$ cat src/inc/bltfc_pkg.sv
package bltfc_pkg;

   // Core clock and derived time bases
   localparam int unsigned CLK_HZ = 50_000_000;
   localparam int unsigned SUBTICK_NS = 100_000;
   localparam int unsigned SUBTICK_CYCLES = CLK_HZ / 1_000_000 * SUBTICK_NS / 1_000;
   localparam int unsigned SUBTICKS_PER_SEC = 1_000_000_000 / SUBTICK_NS;
   localparam int unsigned SUBTICKS_PER_MS = 1_000_000 / SUBTICK_NS;
   localparam int unsigned FULL_SCALE_STEPS = 127;
   localparam int unsigned CUBIC_SHIFT = 7;

   // Fade durations in ms for a full-scale change
   localparam int unsigned FADE_FAST_MS = 100;
   localparam int unsigned FADE_STEP_MS = 300;
   localparam int unsigned FADE_LINEAR_LAST = 10;
   localparam int unsigned FADE_TAIL_BASE_MS = 3_000;
   localparam int unsigned FADE_TAIL_STEP_MS = 500;

   // Register offsets
   localparam logic [7:0] ADDR_CONFIG = 8'h04;
   localparam logic [7:0] ADDR_SINK = 8'h05;
   localparam logic [7:0] ADDR_OFF = 8'h06;
   localparam logic [7:0] ADDR_DIM = 8'h07;
   localparam logic [7:0] ADDR_FADE = 8'h08;

   // Field positions and reset values
   localparam int unsigned OVERRIDE_BIT = 0;
   localparam int unsigned LAW_LSB = 1;
   localparam int unsigned FI_LSB = 0;
   localparam int unsigned FO_LSB = 4;
   localparam logic [7:0] REG_RESET = 8'h00;
   localparam logic [6:0] LEVEL_ZERO = 7'h00;
   localparam logic [6:0] TIMEOUT_OFF = 7'h00;
   localparam logic [3:0] FADE_CODE_FAST = 4'h0;

   typedef enum logic [1:0] {
      LAW_LINEAR = 2'h0,
      LAW_SQUARE = 2'h1,
      LAW_CUBIC_A = 2'h2,
      LAW_CUBIC_B = 2'h3
   } bltfc_law_t;

   // Programmed configuration travels as one bundle
   typedef struct packed {
      logic [6:0] sink_sel;
      logic [6:0] off_t;
      logic [6:0] dim_t;
      logic [3:0] fade_out;
      logic [3:0] fade_in;
      bltfc_law_t law;
      logic fade_override;
   } bltfc_cfg_t;

   // Full-scale fade time for a rate code
   function automatic int unsigned bltfc_fade_ms(input logic [3:0] code);
      int unsigned c;
      c = int'(code);
      if (c == 0) return FADE_FAST_MS;
      if (c <= FADE_LINEAR_LAST) return c * FADE_STEP_MS;
      return FADE_TAIL_BASE_MS + (c - FADE_LINEAR_LAST) * FADE_TAIL_STEP_MS;
   endfunction : bltfc_fade_ms

   // Subticks between two one-code steps, never below one
   function automatic logic [15:0] bltfc_step_len(input logic [3:0] code);
      int unsigned t;
      t = bltfc_fade_ms(code) * SUBTICKS_PER_MS / FULL_SCALE_STEPS;
      if (t == 0) t = 1;
      return 16'(t);
   endfunction : bltfc_step_len

endpackage : bltfc_pkg

$ cat src/rtl/bltfc_ctrl.sv
`timescale 1ns/100ps
// How it works
// - Law 00 linear DAC, 01 square DAC
// - Law 10 and 11 square, two cubic profiles
// - Config bit 0 enables fade override
// - Sink bit set makes LED independent
// - Sink bit clear follows common backlight
// - Off timeout seconds, zero disables it
// - Off countdown starts after dim expires, or at maximum current when dim is zero
// - Dim timeout seconds drops to dim current
// - Dim countdown starts at maximum current
// - Nonzero fade-out ramps down to target
// - Nonzero fade-in ramps up to maximum
// - Code zero still ramps, about 100 ms
// - Fade-out codes 0.3 s steps to 3 s, then 0.5 s steps to 5.5 s
// - Fade-in shares scale, up to 5.5 s
// - Times are full scale, shorter proportionally
// - Backlight on needs enable and standby pin
// - Sync enable ignored when per-sink enable set
module bltfc_ctrl
   import bltfc_pkg::*;
#(
   parameter int unsigned SUBTICK_LEN = SUBTICK_CYCLES, // Cycles per 100 us subtick
   parameter int unsigned NUM_SINKS = 7 // Fixed by the sink register layout
)(
   input wire logic core_clk, // 50 MHz core clock
   input wire logic rst_n, // Async reset, active low
   input wire logic [7:0] reg_addr, // Register offset
   input wire logic [7:0] reg_wdata, // Write data
   input wire logic reg_wr, // Write strobe, one cycle
   input wire logic reg_rd, // Read strobe, one cycle
   output logic [7:0] reg_rdata, // Read data, valid cycle after strobe
   input wire logic backlight_on, // Mode control backlight enable
   input wire logic standby_release_pin, // Standby pin, high when running
   input wire logic independent_sinks_on, // Mode control sync sink enable
   input wire logic [6:0] sink_independent_en, // Per-sink independent enables
   input wire logic [6:0] max_current_code, // Maximum backlight DAC code
   input wire logic [6:0] dim_current_code, // Dim backlight DAC code
   output logic [6:0] bl_dac_code, // Present backlight DAC code
   output logic dac_square_law, // High selects square-law DAC
   output logic [6:0] sink_on, // Per-sink on
   output logic bl_dimmed, // Backlight at dim stage
   output logic bl_timed_out // Backlight off by timeout
);

   // Parameter sanity
   // The subtick divider is sixteen bits wide
   if (SUBTICK_LEN < 1 || SUBTICK_LEN > 65536) begin : g_bad_tick
      $error("SUBTICK_LEN must lie between 1 and 65536");
   end
   if (NUM_SINKS != 7) begin : g_bad_sinks
      $error("NUM_SINKS must be 7");
   end

   typedef enum logic [4:0] {
      ST_OFF = 5'h01,
      ST_RISE = 5'h02,
      ST_FULL = 5'h04,
      ST_DIM = 5'h08,
      ST_TOUT = 5'h10
   } bltfc_state_t;

   bltfc_cfg_t cfg;
   bltfc_cfg_t next_cfg;
   logic [7:0] next_rdata;

   // Register writes; reserved bits are dropped so they read back as zero
   always_comb begin
      next_cfg = cfg;
      next_rdata = reg_rdata;
      if (reg_wr) begin
         case (reg_addr)
            ADDR_CONFIG: begin
               next_cfg.fade_override = reg_wdata[OVERRIDE_BIT];
               next_cfg.law = bltfc_law_t'(reg_wdata[LAW_LSB +: 2]);
            end
            ADDR_SINK: next_cfg.sink_sel = reg_wdata[6:0];
            ADDR_OFF: next_cfg.off_t = reg_wdata[6:0];
            ADDR_DIM: next_cfg.dim_t = reg_wdata[6:0];
            ADDR_FADE: begin
               next_cfg.fade_in = reg_wdata[FI_LSB +: 4];
               next_cfg.fade_out = reg_wdata[FO_LSB +: 4];
            end
            default: next_cfg = cfg;
         endcase
      end
      if (reg_rd) begin
         case (reg_addr)
            ADDR_CONFIG: next_rdata = {5'h00, cfg.law, cfg.fade_override};
            ADDR_SINK: next_rdata = {1'b0, cfg.sink_sel};
            ADDR_OFF: next_rdata = {1'b0, cfg.off_t};
            ADDR_DIM: next_rdata = {1'b0, cfg.dim_t};
            ADDR_FADE: next_rdata = {cfg.fade_out, cfg.fade_in};
            default: next_rdata = 8'h00;
         endcase
      end
   end

   always_ff @(posedge core_clk or negedge rst_n) begin
      if (!rst_n) begin
         cfg <= bltfc_cfg_t'(0);
         reg_rdata <= REG_RESET;
      end else begin
         cfg <= next_cfg;
         reg_rdata <= next_rdata;
      end
   end

   // Subtick and one-second dividers; the second runs free, so a timeout
   // may fire up to one second early relative to its start
   logic [15:0] sub_cnt;
   logic [15:0] next_sub_cnt;
   logic [13:0] sec_cnt;
   logic [13:0] next_sec_cnt;
   logic sub_tick;
   logic next_sub_tick;
   logic sec_tick;
   logic next_sec_tick;

   always_comb begin
      next_sub_cnt = sub_cnt + 16'h0001;
      next_sub_tick = 1'b0;
      next_sec_cnt = sec_cnt;
      next_sec_tick = 1'b0;
      if (sub_cnt == 16'(SUBTICK_LEN - 1)) begin
         next_sub_cnt = 16'h0000;
         next_sub_tick = 1'b1;
         next_sec_cnt = sec_cnt + 14'h0001;
         if (sec_cnt == 14'(SUBTICKS_PER_SEC - 1)) begin
            next_sec_cnt = 14'h0000;
            next_sec_tick = 1'b1;
         end
      end
   end

   always_ff @(posedge core_clk or negedge rst_n) begin
      if (!rst_n) begin
         sub_cnt <= 16'h0000;
         sec_cnt <= 14'h0000;
         sub_tick <= 1'b0;
         sec_tick <= 1'b0;
      end else begin
         sub_cnt <= next_sub_cnt;
         sec_cnt <= next_sec_cnt;
         sub_tick <= next_sub_tick;
         sec_tick <= next_sec_tick;
      end
   end

   // Timeout counters
   bltfc_state_t state;
   bltfc_state_t next_state;
   logic dim_run;
   logic off_run;
   logic dim_expired;
   logic off_expired;

   assign dim_run = (state == ST_FULL);
   assign off_run = (state == ST_DIM) || (state == ST_FULL && cfg.dim_t == TIMEOUT_OFF);

   bltfc_timeout u_dim_timer (
      .core_clk(core_clk),
      .rst_n(rst_n),
      .run(dim_run),
      .sec_tick(sec_tick),
      .period(cfg.dim_t),
      .expired(dim_expired)
   );

   bltfc_timeout u_off_timer (
      .core_clk(core_clk),
      .rst_n(rst_n),
      .run(off_run),
      .sec_tick(sec_tick),
      .period(cfg.off_t),
      .expired(off_expired)
   );

   // Sequencer: full only once the ramp has landed on the maximum
   logic bl_enable;
   logic [6:0] level;
   logic [6:0] next_level;
   logic [6:0] target;

   assign bl_enable = backlight_on && standby_release_pin;

   always_comb begin
      next_state = state;
      case (state)
         ST_OFF: if (bl_enable) next_state = ST_RISE;
         ST_RISE: begin
            if (!bl_enable) next_state = ST_OFF;
            else if (level == max_current_code) next_state = ST_FULL;
         end
         ST_FULL: begin
            if (!bl_enable) next_state = ST_OFF;
            else if (dim_expired) next_state = ST_DIM;
            else if (off_expired) next_state = ST_TOUT;
         end
         ST_DIM: begin
            if (!bl_enable) next_state = ST_OFF;
            else if (off_expired) next_state = ST_TOUT;
         end
         ST_TOUT: if (!bl_enable) next_state = ST_OFF;
         default: next_state = ST_OFF;
      endcase
   end

   always_comb begin
      case (state)
         ST_RISE, ST_FULL: target = max_current_code;
         ST_DIM: target = dim_current_code;
         default: target = LEVEL_ZERO;
      endcase
   end

   // Ramp step length: one code per step, so a short change ends sooner
   logic rising;
   logic [3:0] step_code;
   logic [15:0] base_len;
   logic [22:0] cubic_prod;
   logic [6:0] cubic_weight;
   logic [15:0] step_len;
   logic [15:0] step_cnt;
   logic [15:0] next_step_cnt;

   assign rising = (target > level);
   // Override trades the programmed rate for the fast one
   assign step_code = cfg.fade_override ? FADE_CODE_FAST
      : (rising ? cfg.fade_in : cfg.fade_out);
   assign base_len = bltfc_step_len(step_code);
   assign cubic_weight = (cfg.law == LAW_CUBIC_A) ? level : ~level;
   assign cubic_prod = 23'(base_len) * 23'(cubic_weight);

   // Cubic laws stretch steps at one end of the range; linear steps stay even
   always_comb begin
      if (cfg.law[1]) begin
         step_len = base_len + cubic_prod[CUBIC_SHIFT +: 16];
      end else begin
         step_len = base_len;
      end
   end

   always_comb begin
      next_level = level;
      next_step_cnt = step_cnt;
      if (level == target) begin
         next_step_cnt = 16'h0000;
      end else if (sub_tick) begin
         if (step_cnt + 16'h0001 >= step_len) begin
            next_step_cnt = 16'h0000;
            next_level = rising ? level + 7'h01 : level - 7'h01;
         end else begin
            next_step_cnt = step_cnt + 16'h0001;
         end
      end
   end

   // Sink steering; common sinks follow the shared ramp
   logic any_indep;
   logic [6:0] next_sink_on;

   assign any_indep = |sink_independent_en;

   always_comb begin
      for (int i = 0; i < NUM_SINKS; i++) begin
         if (cfg.sink_sel[i]) begin
            next_sink_on[i] = any_indep ? sink_independent_en[i] : independent_sinks_on;
         end else begin
            next_sink_on[i] = (level != LEVEL_ZERO);
         end
      end
   end

   always_ff @(posedge core_clk or negedge rst_n) begin
      if (!rst_n) begin
         state <= ST_OFF;
         level <= LEVEL_ZERO;
         step_cnt <= 16'h0000;
         sink_on <= 7'h00;
         bl_dac_code <= LEVEL_ZERO;
         dac_square_law <= 1'b0;
         bl_dimmed <= 1'b0;
         bl_timed_out <= 1'b0;
      end else begin
         state <= next_state;
         level <= next_level;
         step_cnt <= next_step_cnt;
         sink_on <= next_sink_on;
         bl_dac_code <= next_level;
         dac_square_law <= (cfg.law != LAW_LINEAR);
         bl_dimmed <= (next_state == ST_DIM);
         bl_timed_out <= (next_state == ST_TOUT);
      end
   end
endmodule : bltfc_ctrl

$ cat src/rtl/bltfc_timeout.sv
`timescale 1ns/100ps
module bltfc_timeout
   import bltfc_pkg::*;
(
   input wire logic core_clk, // Core clock
   input wire logic rst_n, // Async reset, active low
   input wire logic run, // Count while high, reload while low
   input wire logic sec_tick, // One-second enable pulse
   input wire logic [6:0] period, // Seconds, zero never expires
   output logic expired // Level, stays until run drops
);

   logic [6:0] cnt;
   logic [6:0] next_cnt;
   logic next_expired;

   // Reload whenever idle so each new sequence starts from the full period
   always_comb begin
      next_cnt = cnt;
      next_expired = expired;
      if (!run) begin
         next_cnt = period;
         next_expired = 1'b0;
      end else if (sec_tick && cnt != TIMEOUT_OFF) begin
         next_cnt = cnt - 7'h01;
         if (cnt == 7'h01) begin
            next_expired = 1'b1;
         end
      end
   end

   always_ff @(posedge core_clk or negedge rst_n) begin
      if (!rst_n) begin
         cnt <= TIMEOUT_OFF;
         expired <= 1'b0;
      end else begin
         cnt <= next_cnt;
         expired <= next_expired;
      end
   end
endmodule : bltfc_timeout

$ cat config.mk
export PLATFORM = sky130hd
export DESIGN_NAME = bltfc_ctrl
export DESIGN_NICKNAME = d
export VERILOG_FILES = /design/src/inc/bltfc_pkg.sv /design/src/rtl/bltfc_ctrl.sv /design/src/rtl/bltfc_timeout.sv
export SDC_FILE = /design/constraint.sdc
export NUM_CORES = 1
export LEC_CHECK = 0
export BUFFER_PORTS_ARGS = -buffer_cell sky130_fd_sc_hd__buf_2
export CORE_MARGIN = 2
export CORE_UTILIZATION = 37
export DETAILED_ROUTE_END_ITERATION = 12
export HOLD_SLACK_MARGIN = 0.08
export PLACE_DENSITY = 0.55
export SLEW_MARGIN = 30
export SYNTH_ARGS = -nofsm -noshare
export SYNTH_HDL_FRONTEND = slang
export SYNTH_SLANG_ARGS = --single-unit
$ cat constraint.sdc
create_clock -name core_clk -period 80.3 [get_ports core_clk]
set_input_delay 4.015 -clock core_clk [delete_from_list [all_inputs] [get_ports core_clk]]
set_output_delay 4.015 -clock core_clk [all_outputs]
set_load 0.01 [all_outputs]
After elaboration in Yosys (flattened, before gate mapping)
Cells that the tools add are included.

Bits in registers: 126. Bits of input ports: 44. Output and inout port bits: 25. Logic and storage cells: 145.

Add/sub/neg operators: 10. Multiply operators: 4. Div/mod/pow operators: 1. $lt $le $gt $ge: 3. Equal/unequal tests: 23. Muxes and demuxes: 56. Bitwise operators: 2. Reduce and logical (&&, ||, !) cells: 23.

Operators with widths (count): 16-bit two-way mux (6); 32-bit two-way mux (3); 7-bit two-way mux (7); 5-bit two-way mux (8); 8-bit one-hot mux with 5 select lines (1); 12-bit by 32-bit adder with 32-bit output, first input constant (1); 16-bit by 1-bit adder with 16-bit output, second input constant (2); 32-bit by 7-bit divider with 32-bit output, second input constant (1); 8-bit by 3-bit == test with 1-bit output, second input constant (4); 32-bit logical NOT (1); 32-bit by 3-bit multiplier with 31-bit output, second input constant (1); 32-bit by 7-bit multiplier with 30-bit output, second input constant (1); 1-bit two-way mux (26); 5-bit one-hot mux with 5 select lines (1); 16-bit by 7-bit multiplier with 23-bit output (1); 7-bit nonzero test (3); 7-bit by 1-bit subtractor with 7-bit output, second input constant (3); 16-bit adder (1); 16-bit by 13-bit == test with 1-bit output, second input constant (1); 16-bit greater-or-equal comparator (1); 14-bit by 1-bit adder with 14-bit output, second input constant (1); 14-bit == test, second input constant (1); 7-bit by 1-bit == test with 1-bit output, second input constant (2); 7-bit == test (2); other kinds (27) (43).

Logic depth before layout (Yosys ltp)
Depth in word-level cells: 22. Mapped depth: 150. Depth with buffers taken out: 137.

Hierarchy
A second synthesis with hierarchy kept.

Cells, all modules: 2655. Area total of the unflattened synthesis: 21578.2 µm².

By module, submodules not included: bltfc_ctrl (times used 1, cells each 2527, area each 20457.1 µm², sequential area each 2753.9 µm²); bltfc_timeout (times used 2, cells each 64, area each 560.5 µm², sequential area each 200.2 µm²).

Worst setup path before layout
Ideal clock, no wire load.

Kind: input to register. Start point: in dim_current_code[4]. End point: reg step_cnt[10]. Setup time: 0.066 ns. Arrival: 33.420 ns. Required time: 80.234 ns. Path slack: 46.813 ns. Cell stages on the path: 129. Buffers on the path: 5. Path through: a22o_1 > ha_1 > a211oi_1 > o21bai_1 > o21ai_1 > mux2i_1 > nor2_1 > inv_1 > ha_1 > a21oi_1 > ha_1 > inv_1 > fa_1 > inv_1 > fa_1 > fa_1 > ha_1 > inv_1 > [... 93 more ...] > o21bai_1 > a21oi_1 > o21bai_1 > a21oi_1 > o21bai_1 > a21oi_1 > o21bai_1 > a21oi_1 > xnor2_1 > nand2b_1 > or3_1 > o221ai_1 > ha_1 > a21oi_1 > and3_1 > clkbuf_1 > clkbuf_1 > a22o_1.

Word-level cells in the longest chain between the ends: 20. Elaborated cells between the ends (all ways): 30. Classes of those cells: add/sub (3); mul (4); div (1); order compare (3); eq/ne (1); mux (15); reduce/logical (3).

RTL lines: start: declaration (line bltfc_ctrl.sv:38) `input wire logic [6:0] dim_current_code,`; 7-bit one-hot mux with 2 select lines (*) (line bltfc_ctrl.sv:210) `case (state)`; 7-bit > comparator (line bltfc_ctrl.sv:227) `assign rising = (target > level);`; 4-bit two-way mux (line bltfc_ctrl.sv:230) `: (rising ? cfg.fade_in : cfg.fade_out);`; 4-bit two-way mux (line bltfc_ctrl.sv:229) `assign step_code = cfg.fade_override ? FADE_CODE_FAST`; 4-bit by 4-bit subtractor with 5-bit output (tied with other cells) (line bltfc_pkg.sv:60) `return FADE_TAIL_BASE_MS + (c - FADE_LINEAR_LAST) * FADE_TAIL_STEP_MS;`; 32-bit by 7-bit multiplier with 30-bit output (tied with other cells) (line bltfc_pkg.sv:60); 12-bit by 32-bit adder with 32-bit output (tied with other cells) (line bltfc_pkg.sv:60); 32-bit two-way mux (line bltfc_pkg.sv:60); [... 4 more ...]; 16-bit two-way mux (line bltfc_pkg.sv:67) `if (t == 0) t = 1;`; 16-bit by 7-bit multiplier with 23-bit output (line bltfc_ctrl.sv:233) `assign cubic_prod = 23'(base_len) * 23'(cubic_weight);`; 16-bit adder (line bltfc_ctrl.sv:238) `step_len = base_len + cubic_prod[CUBIC_SHIFT +: 16];`; 16-bit two-way mux (line bltfc_ctrl.sv:237) `if (cfg.law[1]) begin`; 16-bit greater-or-equal comparator (line bltfc_ctrl.sv:250) `if (step_cnt + 16'h0001 >= step_len) begin`; 16-bit two-way mux (line bltfc_ctrl.sv:250); 16-bit two-way mux (line bltfc_ctrl.sv:249) `end else if (sub_tick) begin`; 16-bit two-way mux (line bltfc_ctrl.sv:247) `if (level == target) begin`; end signal: assignment (line bltfc_ctrl.sv:288) `step_cnt <= next_step_cnt;`; end: declaration (line bltfc_ctrl.sv:224) `logic [15:0] step_cnt;`.

Every way passes the cells marked *; elsewhere a longest branch is shown, timed or not. The select of a mux whose other input is x is not followed. A chain may end at the register's enable or synchronous reset.

Worst setup path in the final report
Start point: in max_current_code[4]. End point: reg step_cnt[8].

Word-level cells in the longest chain between the ends: 20. Elaborated cells between the ends (all ways): 30. Classes of those cells: add/sub (3); mul (4); div (1); order compare (3); eq/ne (1); mux (15); reduce/logical (3).

RTL lines: start: declaration (line bltfc_ctrl.sv:37) `input wire logic [6:0] max_current_code,`; 7-bit one-hot mux with 2 select lines (*) (line bltfc_ctrl.sv:210); 7-bit > comparator (line bltfc_ctrl.sv:227); 4-bit two-way mux (line bltfc_ctrl.sv:230); 4-bit two-way mux (line bltfc_ctrl.sv:229); 4-bit by 4-bit subtractor with 5-bit output (tied with other cells) (line bltfc_pkg.sv:60); 32-bit by 7-bit multiplier with 30-bit output (tied with other cells) (line bltfc_pkg.sv:60); 12-bit by 32-bit adder with 32-bit output (tied with other cells) (line bltfc_pkg.sv:60); 32-bit two-way mux (line bltfc_pkg.sv:60); [... 4 more ...]; 16-bit two-way mux (line bltfc_pkg.sv:67); 16-bit by 7-bit multiplier with 23-bit output (line bltfc_ctrl.sv:233); 16-bit adder (line bltfc_ctrl.sv:238); 16-bit two-way mux (line bltfc_ctrl.sv:237); 16-bit greater-or-equal comparator (line bltfc_ctrl.sv:250); 16-bit two-way mux (line bltfc_ctrl.sv:250); 16-bit two-way mux (line bltfc_ctrl.sv:249); 16-bit two-way mux (line bltfc_ctrl.sv:247).

Marks and branches as above.

==> flow_metrics.tcl <==
set metrics [dict create \
    status "finished clean" \
    critical_path.startpoint_type "input port" \
    yosys-top-cells-count "252 x nor2_1, 214 x nand2_1, 187 x ha_1, 179 x inv_1, 177 x a21oi_1" \
    grt_most_used_layer "met2" \
    syn_nets 2884 \
    drive_gt1_share_pct 12.7 \
    diodes 0 \
    drt-initial-drc-count 1363 \
    max-slew-margin-rel_pct 36.2 \
    grt_pass1_vias 19298 \
    critPathMostFrequentCell "a21oi_1" \
    cts_hold_buf 0 \
    critPathBufInv 11 \
    cts_sinks 126 \
    vias 19584 \
    yosys_warnings 0 \
    grt_first_pass_wirelength_um 101000 \
    finalNetCount 2924 \
    dp_hpwl_um 50600 \
    postCtsSetupBuffers 0 \
    synth_area_per_cell_um2 8.19 \
    synth_edf_count 0 \
    grt_util_met1_pct 29.5 \
    ys_async_sr_fraction_pct 100 \
    coreArea_um2 56400 \
    arrival_ps 38450 \
    ir_drop_mv 0.0134 \
    cpLargestDelayFamily "compound AO/OA/AOI/OAI gates" \
    use_met2_pct 33.4 \
    numPortBuffers 68 \
    drc 0 \
    cts_tree "yes" \
    use_met3_pct 2.13 \
    drt-pass1-iter-count 5 \
    leakagePower_nw 10.0 \
    via_per_inst 5.79 \
    overflow 0 \
    cts-resized-gates 0 \
    end_kind "flop" \
    antenna_left 0 \
    fp-row-count 87 \
    whs_ps 477 \
    die_h_um 243 \
    tns_ps 0 \
    ctsHtreeMaxLevel 4 \
    start_util_pct 37.4 \
    cap_violations 0 \
    synthTopCellsByArea "dfrtp_1 15%, ha_1 11%, fa_1 7.8%, xnor2_1 5.3%, nor2_1 4.5%" \
    tightest_slew_ps 951 \
    grt_start_max_net_pins 68 \
    post-route-min-period_ps 38110 \
    hold_class "flop to flop" \
    clkSlewWorstSetupHoldPaths_ps 70 \
    yosysUniqueCellTypes 144 \
    skew_ps 19.8 \
    max_freq_mhz 26.2 \
    powerDensity_nw_per_um2 14.9 \
    crit_fanout 15 \
    fp.dieW_um 243 \
    grtUsageTotal_pct 20.6 \
    period_share_pct 47.5 \
    syn_to_final_growth_pct 8.52 \
    die_area_um2 58800 \
    clk-insertion-delay-late_ps 420 \
    wl_um 61900 \
    cp_slowest_stage_delay_ps 690 \
    clockRootBuffer "clkbuf_16" \
    synth_flop_cell "dfrtp_1" \
    slowest_stage "a221oi_1" \
    r2r-start "state[2]" \
    drv_slew 0 \
    pin_count 69 \
    yosysMostFrequentCell "nor2_1" \
    startpoint "max_current_code[4]" \
    synthCells 2571 \
    netlist_area_um2 21100 \
    ys_seq_area_share_pct 15.0 \
    yosysTopAreaCellShare_pct 14.9 \
    critPathRequiredTime_ps 80640 \
    clockBufferDepth 2 \
    avgRoutedWirePerCell_um 18.3 \
    synth_top_area_cell "dfrtp_1" \
    min-delay-start "sub_cnt[15]" \
    hold_viol 0 \
    path_class "input port to flop" \
    finalWeightedCongestion 0.926 \
    rsz0062_at_grt "false" \
    cts-buffers-inserted 17 \
    antenna_found_initial 0 \
    synth-seq-cells 126 \
    setup_violations 0 \
]
[routing by layer]
metal,part of all wire (%),vias to the layer above
met5,0,-
met4,1.9,0
met3,4.0,64
met2,46,470
met1,49,9533
li1,-,9517
[through the flow]
step	util [%]	std cells	power [W]	setup slack [ps]	area (um2)
6_report	40.5	3380	0.000342	42190	22900
5_1_grt	40.5	3380	0.000371	39220	22900
4_1_cts	40.5	3380	0.000343	42310	22800
3_5_place_dp	39.4	3348	0.000260	41990	22200
3_3_place_gp	39.4	3348	0.000258	42730	22200
2_1_floorplan	-	2571	0.000219	46810	21100
[worst register-to-register path, delay by kind of cell, from the launching register on]
kind | cells | cell delay [ps]
AO/OA/AOI/OAI | 61 | 16420
AND/OR/NAND/NOR | 32 | 8870
adder cells (fa/ha/maj) | 17 | 6570
multiplexers | 4 | 1270
buffers and inverters | 10 | 1000
XOR/XNOR | 4 | 950
flip-flops | 1 | 420
[cell usage in the layout, fill, tap and decap left out, types with 25 or more instances in the layout]
| cell | netlist | layout |
|---|---|---|
| a21o_1 | 46 | 46 |
| a21oi_1 | 177 | 177 |
| a31oi_1 | 33 | 33 |
| and2_1 | 30 | 30 |
| and3_1 | 25 | 25 |
| buf_2 | 13 | 67 |
| dfrtp_1 | 125 | 125 |
| fa_1 | 82 | 82 |
| ha_1 | 187 | 187 |
| inv_1 | 179 | 179 |
| mux2_2 | 45 | 45 |
| nand2_1 | 214 | 214 |
| nand3_1 | 94 | 94 |
| nand4_1 | 39 | 39 |
| nor2_1 | 252 | 251 |
| nor3_1 | 78 | 77 |
| o21ai_0 | 82 | 82 |
| o21bai_1 | 30 | 30 |
| xnor2_1 | 127 | 124 |
| xor2_1 | 60 | 60 |
[power by group]
part           switching (W)  internal, W  leakage (nW)
clock              0.0000334    0.0000476         0.300
sequential        0.00000159    0.0000650          1.66
combinational       0.000117    0.0000770          8.08
[final cells by class]
class,instances,area (um2)
Sequential cell,126,3150
Fill cell,5870,33500
Clock buffer,17,425
Inverter,185,696
Multi-Input combinational cell,2195,17000
Tap cell,756,946
Timing Repair Buffer,86,482
Clock inverter,15,199
[path summary, 6_finish.rpt]
check	end	slack, ps	depth (start not counted)
max in group asynchronous	sub_cnt[15]	75490	2
min	sub_cnt[15]	480	1
max reg2reg	step_cnt[8]	44710	128
max	step_cnt[8]	42190	126
min in group asynchronous	level[4]	3570	1
min reg2reg	sub_cnt[15]	480	1
[cells by family (layout without fill, tap and decap cells)]
group / count (synthesis) / after routing / share of synthesized area (%)
XOR/XNOR: 192 / 192 / 8.31
adder cells (fa/ha/maj): 271 / 271 / 19.0
AO/OA/AOI/OAI: 711 / 711 / 25.1
AND/OR/NAND/NOR: 942 / 942 / 23.4
multiplexers: 79 / 79 / 4.50
buffers and inverters: 250 / 303 / 4.75
flip-flops: 126 / 126 / 15.0
[sequential cells by signal, summed over array words and instances, names as in the netlist]
signal	count
step_cnt	16
u_dim_timer.expired	1
u_off_timer.cnt	7
u_dim_timer.cnt	7
bl_timed_out	1
level	7
sub_cnt	16
sec_tick	1
bl_dimmed	1
cfg	32
u_off_timer.expired	1
dac_square_law	1
state	5
sink_on	7
reg_rdata	8
sec_cnt	14
sub_tick	1
No activity file was read; power rests on OpenSTA's default activity.
